===== config.mk =====
export PLATFORM = sky130hd
export DESIGN_NAME = nfctx_encoder
export DESIGN_NICKNAME = d
export VERILOG_FILES = /design/src/hw/nfctx_pkg.sv /design/src/hw/nfctx_encoder.sv
export SDC_FILE = /design/constraint.sdc
export NUM_CORES = 1
export LEC_CHECK = 0
export BUFFER_PORTS_ARGS = -buffer_cell sky130_fd_sc_hd__buf_2
export CAP_MARGIN = 20
export CELL_PAD_IN_SITES_DETAIL_PLACEMENT = 1
export CELL_PAD_IN_SITES_GLOBAL_PLACEMENT = 1
export CORE_UTILIZATION = 45
export DETAILED_ROUTE_END_ITERATION = 8
export GPL_TIMING_DRIVEN = 1
export PLACE_DENSITY = 0.8
export SLEW_MARGIN = 20
export SYNTH_ARGS = -nofsm -noshare
export SYNTH_HDL_FRONTEND = slang
export SYNTH_SLANG_ARGS = --single-unit

===== constraint.sdc =====
create_clock -name pclk -period 3.4 [get_ports pclk]
set_clock_uncertainty 0.2 [all_clocks]
set_input_delay 0.51 -clock pclk [delete_from_list [all_inputs] [get_ports pclk]]
set_output_delay 0.51 -clock pclk [all_outputs]
set_load 0.01 [all_outputs]

===== src/hw/nfctx_pkg.sv =====
package nfctx_pkg;

   // register indices; the byte address is four times the index
   localparam logic [7:0] IDX_TX_FRAME_CONFIG      = 8'h18;
   localparam logic [7:0] IDX_TX_CHECKSUM_CONFIG   = 8'h19;
   localparam logic [7:0] IDX_RECEIVE_RATE_CONFIG  = 8'h1a;
   localparam logic [7:0] IDX_FRAME_CONTROL        = 8'h20;

   // tx_frame_config fields
   localparam int TFC_FINAL_PARITY_INVERT = 13;
   localparam int TFC_PARITY_TYPE         = 12;
   localparam int TFC_PARITY_ENABLE       = 11;
   localparam int TFC_DATA_ENABLE         = 10;
   localparam int TFC_STOP_LSB            = 8;
   localparam int TFC_START_LSB           = 6;
   localparam int TFC_LAST_BITS_LSB       = 3;
   localparam int TFC_FIRST_BITS_LSB      = 0;
   localparam int TFC_WIDTH               = 14;
   localparam logic [13:0] TFC_RESET      = 14'h0000;

   // tx_checksum_config fields
   localparam int TCC_PRESET_VALUE_LSB    = 16;
   localparam int TCC_SKIP_FIRST_BYTE     = 6;
   localparam int TCC_PRESET_SEL_LSB      = 3;
   localparam int TCC_SHORT_TYPE          = 2;
   localparam int TCC_COMPLEMENT          = 1;
   localparam int TCC_ENABLE              = 0;
   localparam logic [31:0] TCC_RESET      = 32'h0000_0000;
   localparam logic [31:0] TCC_WMASK      = 32'hffff_007f;

   // checksum presets
   localparam logic [15:0] CRC_PRESET_0   = 16'h0000;
   localparam logic [15:0] CRC_PRESET_1   = 16'h6363;
   localparam logic [15:0] CRC_PRESET_2   = 16'ha671;
   localparam logic [15:0] CRC_PRESET_3   = 16'hffff;
   localparam logic [15:0] CRC_PRESET_4   = 16'h0012;
   localparam logic [15:0] CRC_PRESET_5   = 16'he012;
   localparam logic [15:0] CRC_POLY16     = 16'h8408;
   localparam logic [4:0]  CRC_POLY5      = 5'h12;
   localparam logic [4:0]  CRC_LEN16      = 5'h10;
   localparam logic [4:0]  CRC_LEN5       = 5'h05;

   // receive_rate_config
   localparam logic [2:0] RATE_RESET      = 3'h0;

   // frame_control fields
   localparam int FCT_GO                  = 0;
   localparam int FCT_BUSY                = 1;
   localparam int FCT_NO_DATA_ERR         = 2;
   localparam int FCT_COUNT_LSB           = 16;
   localparam logic [8:0] FCT_COUNT_RESET = 9'h000;

   localparam int BIT_DIV_DEFAULT         = 8;

   typedef enum logic [2:0] {
      ST_IDLE, ST_START, ST_LOAD, ST_DATA, ST_PARITY, ST_CRC, ST_STOP, ST_DONE
   } nfctx_state_type;

endpackage


===== src/hw/nfctx_encoder.sv =====
// Register access over APB is this design's own decision.
`timescale 1ns/1ps

//Contract
//invert parity of final data byte when set
//parity type zero even, one odd
//append parity bit after each data byte
//data enabled with zero count flags error
//data enable sends bytes, else symbols only
//stop field picks none, symbol 1-3
//start field picks none, symbol 0-2
//last-bits count trims end of final byte
//first-bits count trims start of first byte
//sixteen-bit programmable checksum preset value
//skip-first-byte starts checksum at second byte
//preset selector loads fixed or programmed value
//short checksum uses preset low byte only
//type zero sixteen-bit, one five-bit checksum
//complement control inverts transmitted checksum
//checksum enable computes and appends checksum
//receive rate field selects baud rate
//rate msb ignored outside reader mode
//mode detector writes receive rate field
//order start, data with parity, checksum, stop
//reserved bits read zero, ignore writes
module nfctx_encoder
   import nfctx_pkg::*;
#(
   parameter int BIT_DIV   = BIT_DIV_DEFAULT,
   parameter int CNT_WIDTH = 9
) (
   input  wire logic        pclk,
   input  wire logic        presetn,
   input  wire logic        psel,
   input  wire logic        penable,
   input  wire logic        pwrite,
   input  wire logic [11:0] paddr,
   input  wire logic [31:0] pwdata,
   output logic [31:0]      prdata,
   output logic             pready,
   output logic             pslverr,
   input  wire logic [7:0]  data_byte,
   input  wire logic        data_valid,
   output logic             data_ready,
   output logic             enc_bit,
   output logic             enc_bit_valid,
   output logic [1:0]       enc_symbol,
   output logic             enc_symbol_valid,
   output logic             frame_done,
   input  wire logic        reader_mode,
   input  wire logic        mode_detect_enable,
   input  wire logic        mode_detect_valid,
   input  wire logic [2:0]  mode_detect_rate,
   output logic [2:0]       receive_rate_active
);

   ////////////////////////////////////////////////////////////////////////////
   // helpers

   function automatic logic [15:0] preset_of(input logic [2:0] sel, input logic [15:0] prog);
      logic [15:0] v;
      v = CRC_PRESET_0;
      case (sel)
         3'h1: v = CRC_PRESET_1;
         3'h2: v = CRC_PRESET_2;
         3'h3: v = CRC_PRESET_3;
         3'h4: v = CRC_PRESET_4;
         3'h5: v = CRC_PRESET_5;
         3'h7: v = prog;
         default: v = CRC_PRESET_0;
      endcase
      return v;
   endfunction

   // lsb-first shift register, polynomial reflected
   function automatic logic [15:0] crc_step(input logic [15:0] c, input logic b, input logic short_type);
      logic [15:0] n;
      logic [4:0]  s;
      n = c >> 1;
      s = c[4:0] >> 1;
      if (short_type) begin
         if (c[0] ^ b) begin
            s = s ^ CRC_POLY5;
         end
         n = {11'h000, s};
      end else if (c[0] ^ b) begin
         n = n ^ CRC_POLY16;
      end
      return n;
   endfunction

   function automatic logic [11:0] byte_addr(input logic [7:0] idx);
      return {2'b00, idx, 2'b00};
   endfunction

   ////////////////////////////////////////////////////////////////////////////
   // registers

   logic [13:0]          tfc_q;
   logic [31:0]          tcc_q;
   logic [2:0]           rate_q;
   logic [CNT_WIDTH-1:0] count_q;
   logic                 go_q;
   logic                 no_data_err_q;
   logic [31:0]          prdata_q;
   logic                 pready_q;
   logic                 pslverr_q;
   nfctx_state_type      state_q;
   logic [7:0]           shreg_q;
   logic [3:0]           bit_idx_q;
   logic [3:0]           bit_end_q;
   logic                 par_q;
   logic [CNT_WIDTH-1:0] left_q;
   logic                 first_q;
   logic [15:0]          crc_q;
   logic [4:0]           crc_cnt_q;
   logic                 data_ready_q;
   logic                 enc_bit_q;
   logic                 enc_bit_valid_q;
   logic [1:0]           enc_symbol_q;
   logic                 enc_symbol_valid_q;
   logic                 frame_done_q;
   logic [2:0]           rate_active_q;
   logic [15:0]          div_q;
   logic                 tick_q;

   ////////////////////////////////////////////////////////////////////////////
   // bus decode

   wire        sel_tfc   = (paddr == byte_addr(IDX_TX_FRAME_CONFIG));
   wire        sel_tcc   = (paddr == byte_addr(IDX_TX_CHECKSUM_CONFIG));
   wire        sel_rate  = (paddr == byte_addr(IDX_RECEIVE_RATE_CONFIG));
   wire        sel_fct   = (paddr == byte_addr(IDX_FRAME_CONTROL));
   wire        mapped    = sel_tfc | sel_tcc | sel_rate | sel_fct;
   wire        acc_start = psel & penable & ~pready_q;
   wire        wr_commit = psel & penable & pready_q & pwrite & mapped;
   wire        busy      = (state_q != ST_IDLE);

   logic [31:0] rd_value;
   always_comb begin
      rd_value = 32'h0000_0000;
      if (sel_tfc) begin
         rd_value = {18'h00000, tfc_q};
      end else if (sel_tcc) begin
         rd_value = tcc_q & TCC_WMASK;
      end else if (sel_rate) begin
         rd_value = {29'h00000000, rate_q};
      end else if (sel_fct) begin
         rd_value[FCT_COUNT_LSB +: CNT_WIDTH] = count_q;
         rd_value[FCT_BUSY] = busy;
         rd_value[FCT_NO_DATA_ERR] = no_data_err_q;
      end
   end

   ////////////////////////////////////////////////////////////////////////////
   // configuration fields

   wire       final_parity_invert      = tfc_q[TFC_FINAL_PARITY_INVERT];
   wire       parity_odd               = tfc_q[TFC_PARITY_TYPE];
   wire       parity_en                = tfc_q[TFC_PARITY_ENABLE];
   wire       data_en                  = tfc_q[TFC_DATA_ENABLE];
   wire [1:0] stop_sel                 = tfc_q[TFC_STOP_LSB +: 2];
   wire [1:0] start_sel                = tfc_q[TFC_START_LSB +: 2];
   wire [2:0] last_bits                = tfc_q[TFC_LAST_BITS_LSB +: 3];
   wire [2:0] first_bits               = tfc_q[TFC_FIRST_BITS_LSB +: 3];
   wire [15:0] preset_value            = tcc_q[TCC_PRESET_VALUE_LSB +: 16];
   wire       checksum_skip_first_byte = tcc_q[TCC_SKIP_FIRST_BYTE];
   wire [2:0] preset_sel               = tcc_q[TCC_PRESET_SEL_LSB +: 3];
   wire       crc_short                = tcc_q[TCC_SHORT_TYPE];
   wire       checksum_complement      = tcc_q[TCC_COMPLEMENT];
   wire       crc_en                   = tcc_q[TCC_ENABLE];

   wire [15:0] preset_full = preset_of(preset_sel, preset_value);
   wire [15:0] crc_init    = crc_short ? {8'h00, preset_full[7:0]} : preset_full;
   wire [4:0]  crc_len     = crc_short ? CRC_LEN5 : CRC_LEN16;

   wire        last_byte   = (left_q == CNT_WIDTH'(1));
   wire        no_data     = data_en && (count_q == '0);
   wire nfctx_state_type after_stop  = ST_DONE;
   wire nfctx_state_type to_stop     = (stop_sel != 2'b00) ? ST_STOP : after_stop;
   wire nfctx_state_type after_data  = crc_en ? ST_CRC : to_stop;
   wire nfctx_state_type after_start = data_en ? ST_LOAD : to_stop;
   wire nfctx_state_type after_go    = (start_sel != 2'b00) ? ST_START : after_start;
   wire nfctx_state_type after_byte  = last_byte ? after_data : ST_LOAD;

   wire [3:0] win_start = (first_q && first_bits != 3'h0) ? (4'h8 - {1'b0, first_bits}) : 4'h0;
   wire [3:0] win_end   = (last_byte && last_bits != 3'h0) ? {1'b0, last_bits} : 4'h8;
   wire       take_byte = data_valid & data_ready_q;
   wire       cur_bit   = shreg_q[bit_idx_q[2:0]];
   wire       crc_hold  = first_q & checksum_skip_first_byte;
   wire       par_out   = par_q ^ (last_byte & final_parity_invert);

   ////////////////////////////////////////////////////////////////////////////
   // apb slave: one wait state

   always_ff @(posedge pclk or negedge presetn) begin
      if (!presetn) begin
         pready_q  <= 1'b0;
         pslverr_q <= 1'b0;
         prdata_q  <= 32'h0000_0000;
      end else begin
         pready_q  <= acc_start;
         pslverr_q <= acc_start & ~mapped;
         if (acc_start) begin
            prdata_q <= rd_value;
         end
      end
   end

   always_ff @(posedge pclk or negedge presetn) begin
      if (!presetn) begin
         tfc_q   <= TFC_RESET;
         tcc_q   <= TCC_RESET;
         count_q <= FCT_COUNT_RESET;
      end else if (wr_commit) begin
         if (sel_tfc) begin
            tfc_q <= pwdata[TFC_WIDTH-1:0];
         end
         if (sel_tcc) begin
            tcc_q <= pwdata & TCC_WMASK;
         end
         if (sel_fct) begin
            count_q <= pwdata[FCT_COUNT_LSB +: CNT_WIDTH];
         end
      end
   end

   // hardware detection wins over a software write in the same cycle
   always_ff @(posedge pclk or negedge presetn) begin
      if (!presetn) begin
         rate_q <= RATE_RESET;
      end else if (mode_detect_enable && mode_detect_valid) begin
         rate_q <= mode_detect_rate;
      end else if (wr_commit && sel_rate) begin
         rate_q <= pwdata[2:0];
      end
   end

   always_ff @(posedge pclk or negedge presetn) begin
      if (!presetn) begin
         rate_active_q <= RATE_RESET;
      end else begin
         rate_active_q <= reader_mode ? rate_q : {1'b1, rate_q[1:0]};
      end
   end

   wire err_set = go_q && !busy && no_data;
   wire err_clr = wr_commit && sel_fct && pwdata[FCT_NO_DATA_ERR];

   always_ff @(posedge pclk or negedge presetn) begin
      if (!presetn) begin
         go_q          <= 1'b0;
         no_data_err_q <= 1'b0;
      end else begin
         go_q          <= wr_commit && sel_fct && pwdata[FCT_GO] && !busy;
         no_data_err_q <= err_set | (no_data_err_q & ~err_clr);
      end
   end

   ////////////////////////////////////////////////////////////////////////////
   // bit-rate enable

   always_ff @(posedge pclk or negedge presetn) begin
      if (!presetn) begin
         div_q  <= 16'h0000;
         tick_q <= 1'b0;
      end else if (div_q == 16'(BIT_DIV - 1)) begin
         div_q  <= 16'h0000;
         tick_q <= 1'b1;
      end else begin
         div_q  <= div_q + 16'h0001;
         tick_q <= 1'b0;
      end
   end

   ////////////////////////////////////////////////////////////////////////////
   // frame sequencer

   always_ff @(posedge pclk or negedge presetn) begin
      if (!presetn) begin
         state_q            <= ST_IDLE;
         shreg_q            <= 8'h00;
         bit_idx_q          <= 4'h0;
         bit_end_q          <= 4'h0;
         par_q              <= 1'b0;
         left_q             <= '0;
         first_q            <= 1'b0;
         crc_q              <= 16'h0000;
         crc_cnt_q          <= 5'h00;
         data_ready_q       <= 1'b0;
         enc_bit_q          <= 1'b0;
         enc_bit_valid_q    <= 1'b0;
         enc_symbol_q       <= 2'b00;
         enc_symbol_valid_q <= 1'b0;
         frame_done_q       <= 1'b0;
      end else begin
         enc_bit_valid_q    <= 1'b0;
         enc_symbol_valid_q <= 1'b0;
         frame_done_q       <= 1'b0;
         case (state_q)
            ST_IDLE: begin
               if (go_q && !no_data) begin
                  left_q  <= count_q;
                  first_q <= 1'b1;
                  crc_cnt_q <= 5'h00;
                  crc_q   <= crc_init;
                  state_q <= after_go;
               end
            end
            ST_START: begin
               if (tick_q) begin
                  enc_symbol_q       <= start_sel - 2'b01;
                  enc_symbol_valid_q <= 1'b1;
                  state_q            <= after_start;
               end
            end
            ST_LOAD: begin
               data_ready_q <= ~take_byte;
               if (take_byte) begin
                  shreg_q   <= data_byte;
                  bit_idx_q <= win_start;
                  bit_end_q <= win_end;
                  par_q     <= parity_odd;
                  state_q   <= ST_DATA;
               end
            end
            ST_DATA: begin
               if (tick_q) begin
                  enc_bit_q       <= cur_bit;
                  enc_bit_valid_q <= 1'b1;
                  par_q           <= par_q ^ cur_bit;
                  if (crc_en && !crc_hold) begin
                     crc_q <= crc_step(crc_q, cur_bit, crc_short);
                  end
                  bit_idx_q <= bit_idx_q + 4'h1;
                  if (bit_idx_q + 4'h1 >= bit_end_q) begin
                     if (parity_en) begin
                        state_q <= ST_PARITY;
                     end else begin
                        left_q  <= left_q - CNT_WIDTH'(1);
                        first_q <= 1'b0;
                        state_q <= after_byte;
                     end
                  end
               end
            end
            ST_PARITY: begin
               if (tick_q) begin
                  enc_bit_q       <= par_out;
                  enc_bit_valid_q <= 1'b1;
                  left_q          <= left_q - CNT_WIDTH'(1);
                  first_q         <= 1'b0;
                  state_q         <= after_byte;
               end
            end
            ST_CRC: begin
               if (tick_q) begin
                  enc_bit_q       <= crc_q[crc_cnt_q[3:0]] ^ checksum_complement;
                  enc_bit_valid_q <= 1'b1;
                  crc_cnt_q       <= crc_cnt_q + 5'h01;
                  if (crc_cnt_q + 5'h01 == crc_len) begin
                     state_q <= to_stop;
                  end
               end
            end
            ST_STOP: begin
               if (tick_q) begin
                  enc_symbol_q       <= stop_sel;
                  enc_symbol_valid_q <= 1'b1;
                  state_q            <= after_stop;
               end
            end
            ST_DONE: begin
               frame_done_q <= 1'b1;
               state_q      <= ST_IDLE;
            end
            default: begin
               state_q <= ST_IDLE;
            end
         endcase
      end
   end

   ////////////////////////////////////////////////////////////////////////////
   // outputs

   assign prdata              = prdata_q;
   assign pready              = pready_q;
   assign pslverr             = pslverr_q;
   assign data_ready          = data_ready_q;
   assign enc_bit             = enc_bit_q;
   assign enc_bit_valid       = enc_bit_valid_q;
   assign enc_symbol          = enc_symbol_q;
   assign enc_symbol_valid    = enc_symbol_valid_q;
   assign frame_done          = frame_done_q;
   assign receive_rate_active = rate_active_q;

endmodule


# After elaboration in Yosys (flattened, before gate mapping)
# Cells that the tools add are included.
# word_totals
regBits,163
# op_classes
n_addsub,6
magnitude_cmp,3
eq_ne,31
muxes,76
n_bitwise,24
reduce_logical,43
# op_table
op,n
16-bit two-way mux,7
16-bit case mux with 6 select lines,1
32-bit two-way mux,2
9-bit two-way mux,7
3-bit two-way mux,16
"12-bit by 7-bit equality test with 1-bit output, second input constant",3
16-bit case mux with 2 select lines,1
9-bit case mux with 3 select lines,1
3-bit case mux with 8 select lines,1
"2-bit != test, second input constant",11
"3-bit equality test, second input constant",7
5-bit two-way mux,4
1-bit two-way mux,19
"16-bit by 1-bit adder with 16-bit output, second input constant",1
"16-bit by 3-bit equality test with 1-bit output, second input constant",1
4-bit two-way mux,4
3-bit nonzero test,5
2-bit nonzero test,7
1-bit logical AND,13
"12-bit by 8-bit equality test with 1-bit output, second input constant",1
"3-bit by 2-bit equality test with 1-bit output, second input constant",4
1-bit bitwise AND,10
2-bit two-way mux,5
5-bit case mux with 2 select lines,1
32 further kinds,51

# Logic depth before layout (Yosys ltp)
# depth
ltp_word,10
ltp_mapped,9
mapped_depth_nobuf,8

# Least setup slack after synthesis
# Ideal clock, no wire load.
# synth_path
path_type,input -> register
start,in paddr[9]
end,reg tcc_q[18]
setup_time_ns,0.127
arrival_time_ns,2.412
path_slack_ns,0.660
cell_stages,7
path_cell_list,or4_1 -> or2_4 -> nor4_4 -> and2_1 -> buf_4 -> buf_6 -> mux2_1
# synth_between
elab_chain_len,6
elab_cells_between_ends,9
classes_between,4 x eq/ne; 4 x bitwise; 1 x reduce/logical
# synth_rtl
element,line,source
"start, declared",nfctx_encoder.sv:37,"input wire logic [11:0] paddr,"
12-bit by 7-bit equality test with 1-bit output (on tied branches),"nfctx_encoder.sv:130, nfctx_encoder.sv:131",
1-bit OR (3 in series),nfctx_encoder.sv:134,wire mapped = sel_tfc | sel_tcc | sel_rate | sel_fct;
1-bit bitwise AND,nfctx_encoder.sv:136,wire wr_commit = psel & penable & pready_q & pwrite & mapped;
2-bit AND reduction (no line) *,--,
"end signal, assigned",nfctx_encoder.sv:220,tcc_q <= pwdata & TCC_WMASK;
"end, declared",nfctx_encoder.sv:100,logic [31:0] tcc_q;
# Every way passes the cells marked *; elsewhere a longest branch is shown, timed or not.
# A chain may end at the register's enable or synchronous reset.

# Final worst setup path
# layout_path
start,reg bit_idx_q[0]
end,reg crc_q[10]
# layout_between
elab_chain_len,8
# layout_rtl
element,line,source
"start, declared",nfctx_encoder.sv:110,logic [3:0] bit_idx_q;
"start signal, assigned",nfctx_encoder.sv:321,bit_idx_q <= win_start;
"start signal, assigned",nfctx_encoder.sv:335,bit_idx_q <= bit_idx_q + 4'h1;
1-bit binary-select mux with 3-bit select,nfctx_encoder.sv:189,wire cur_bit = shreg_q[bit_idx_q[2:0]];
1-bit two-way mux (not written as such),nfctx_encoder.sv:189,
1-bit XOR,nfctx_encoder.sv:86,end else if (c[0] ^ b) begin
16-bit two-way mux,nfctx_encoder.sv:86,
16-bit two-way mux,nfctx_encoder.sv:81,if (short_type) begin
16-bit two-way mux,nfctx_encoder.sv:332,if (crc_en && !crc_hold) begin
16-bit two-way mux,nfctx_encoder.sv:328,if (tick_q) begin
16-bit case mux with 2 select lines,nfctx_encoder.sv:300,case (state_q)
"end signal, assigned",nfctx_encoder.sv:306,crc_q <= crc_init;
"end signal, assigned",nfctx_encoder.sv:333,"crc_q <= crc_step(crc_q, cur_bit, crc_short);"
"end, declared",nfctx_encoder.sv:115,logic [15:0] crc_q;
# No other way between the ends. The select of a mux whose other input is x is not followed.

==> impl_results.md <==
- Clk slew on worst S/H paths: 0.07 ns
- Ys flop type: dfrtp_1
- Reg2reg setup slack: 0.46 ns
- Nets: 936
- Status: complete, but fails checks
- Part of the power in registers: 41.1%
- Final Max Slew Viols: 0
- Hold WS: -0.0662 ns
- Largest net degree at the start of global routing: 98
- Mapped Area: 7800 µm²
- Final GP Congestion: 0.868
- Starting density of the core: 46.5%
- Fraction of layout cells with a size suffix above 1: 24.3%
- Switch share: 34.3%
- WS Path Type: reg -> reg
- Critical path arrival: 3.12 ns
- Clock tree sinks: 161
- Part of the power in the clock network: 33.5%
- VDD IR max: 0.371 mV
- Seq cells post-synth: 161
- Vias in the first global route: 7181
- Inserted Diodes: 0
- Design area: 9160 µm²
- Root Driver: clkbuf_16
- Ports: 108
- Max_slew headroom: 35.3%
- Die Ht: 134 µm
- Total leakage power: 4.37 nW
- Core area: 16800 µm²
- First-pass GRT wire length: 38900 µm
- Drt wl/cell: 21.6 µm
- Setup TNS: 0 ns
- PostCTS Resize Cnt: 0
- Crit-path cells: mux4_2 -> mux2_2 -> xor2_1 -> xnor2_1 -> a2111oi_0 -> a21o_1
- Congestion Overflow GR: 0
- Clk buf depth: 2
- Pwr/cell area: 641 nW/µm²
- Synth warnings: 0
- Die area: 17900 µm²
- Hold Violations, Final: 21
- CP max-delay cell: mux4_2
- Postcts setup bufs: 0
- Reg-to-reg startpoint: bit_idx_q[0]
- Area Growth Syn to Fin: 17.5%
- Sequential fraction of the synthesis area: 51.7%
- Total number of vias: 6517
- Largest stage delay on the critical path: 0.55 ns
- Delay-heaviest family, CP: multiplexers
- TritonCTS Buffers: 17
- Synth async-reset ratio: 100%
- Critical Path RT: 3.57 ns
- Number of synthesized flops with an enable pin: 0
- IO buf count: 103
- Violated checks: hold timing
- Site Rows: 47
- Antenna-violating nets left: 0
- DRC: 0
- Placed inst area: 8560 µm²
- Width of the die: 134 µm
- Cell internal pwr: 3.86 mW
- NetSw: 2.01 mW
- Mapped Cells: 763
- Fmax: 340 MHz
- Comb power frac: 25.4%
- Critical Path Start Type: flip-flop
- Via/cell ratio: 5.96
- Max cap viols: 0
- Setup-failing EPs final: 0
- Slew @ Worst Pin: 0.970 ns
- Hold-fix buffers at CTS: 0
- Crit share post-route: 86.6%
- Worst r2r dst: crc_q[10]
- Cells on worst reg2reg path: 6
- Insertion delay to the later sink of the worst-skew pair: 0.43 ns
- Unique masters post-synth: 60
- HPWL after DPL: 17100 µm
- Crit end category: flip-flop
- Fill cells: 1890
- CP Max Fanout: 7
- First-pass iteration count of the detailed router: 5
- First DRT Iteration DRCs: 504
- Initial antenna violation count: 0
- Total GRT Usage: 28.3%
- Synthesized area per cell: 10.2 µm²
- WL final: 23600 µm
- Final min period: 2.94 ns
- CTS H-tree depth: 4
- Hold Path Class: in -> async
- Worst Path Buf+Inv: 0
- TritonCTS clock tree: done
- RSZ-0062 raised after global routing: no
-- state kept, by name, indices dropped and copies added, names as in the netlist, 5 cells and up --
signal     cells
crc_cnt_q      5
left_q         9
prdata        30
tfc_q         14
crc_q         16
shreg_q        8
count_q        9
div_q         16
tcc_q         23
-- kinds of logic after synthesis --
logic type               synth area share, %
AND/OR/NAND/NOR                         15.3
AO/OA/AOI/OAI                           13.7
flip-flops                              51.7
multiplexers                            11.0
buffers and inverters                   3.59
XOR/XNOR                                2.70
adder cells (fa/ha/maj)                 1.93
other                                 0.0481
-- worst reg2reg max path, delay by kind of cell, from the launching register on --
kind	cells	cell delay, ns
muxes	2	0.90
AOI/OAI and AO/OA	2	0.67
xor gates and xnor gates	2	0.62
DFF	1	0.51
-- per-stage QoR --
step	std cells	util, %	hold WS (ns)	setup WS [ns]	total power, mW
CTS	1093	54.7	0.00602	0.426	5.88
finish	1093	54.7	-0.0662	0.455	5.87
global placement	1061	51.1	0.191	0.631	3.77
global route	1093	54.7	0.0293	0.345	6.16
detailed placement	1061	51.1	0.201	0.578	3.90
floorplan	764	-	0.0144	0.660	3.37
-- routing by layer --
metal | track usage (%) | share of wire [%]
met1 | 36.4 | 42
met2 | 48.2 | 51
met3 | 4.30 | 3.9
met4 | 10.7 | 2.7
met5 | 0 | 0
-- synth_stat cells (3+ instances only) --
cell type	count	area (µm²)
dfrtp_1	161	4030
nand2_1	113	424
o21ai_0	76	380
mux2_2	46	518
nor2_1	37	139
nand3_1	35	175
a21oi_1	31	155
clkbuf_1	30	113
inv_1	24	90.1
a22oi_1	20	150
mux2_1	14	158
nor3_1	13	65.1
ha_1	12	150
xnor2_1	12	105
xor2_1	12	105
a31oi_1	9	56.3
nor4_1	9	56.3
and3_1	8	50.1
o31ai_1	8	60.1
mux4_2	6	135
buf_2	5	25.0
mux2i_1	5	50.1
nand4_1	5	31.3
a211oi_1	4	30.0
and2_1	4	25.0
nand2b_1	4	25.0
or3_1	4	25.0
a221oi_1	3	26.3
a32o_1	3	30.0
a32oi_1	3	26.3
and4_1	3	26.3
buf_4	3	22.5
nand3b_1	3	22.5
nor2b_1	3	18.8
o211ai_1	3	22.5
-- worst max-delay path by stage --
| stage | from | end | slack (ns) | cells past startpoint |
|---|---|---|---|---|
| after floorplan | paddr[9] | tcc_q[18] | 0.66 | 7 |
| after global placement | paddr[9] | tcc_q[17] | 0.63 | 7 |
| after detailed placement | bit_idx_q[0] | left_q[5] | 0.58 | 8 |
| after CTS | bit_idx_q[0] | crc_q[10] | 0.43 | 6 |
| after global routing | state_q[0] | crc_q[15] | 0.35 | 7 |
| final | bit_idx_q[0] | crc_q[10] | 0.46 | 6 |
-- final cells by class --
type	count	area [µm²]	share of cell area, %
sequential	161	4030	44.0
multi-input combinational	537	3510	38.3
timing repair buffer	119	654	7.14
clock buffer	19	453	4.94
tap	220	275	3.00
clock inverter	13	150	1.64
inverter	24	90.1	0.983
-- cells in the final DEF, fill, tap and decap left out, types with 15 or more instances in the layout --
cell type  count
a21oi_1       30
a22oi_1       20
buf_2        102
buf_4         15
clkbuf_16     17
dfrtp_1      161
inv_1         24
mux2_2        46
nand2_1      113
nand3_1       35
nor2_1        37
o21ai_0       76
-- power groups by stage --
stage,combinational [mW],sequential [mW],clock [mW]
after floorplan,1.04,2.33,0
after global placement,1.35,2.41,0
after detailed placement,1.45,2.44,0
after CTS,1.48,2.41,1.99
after global routing,1.65,2.45,2.06
final,1.49,2.41,1.96
Note: power is estimated with default switching activity, not from simulation.
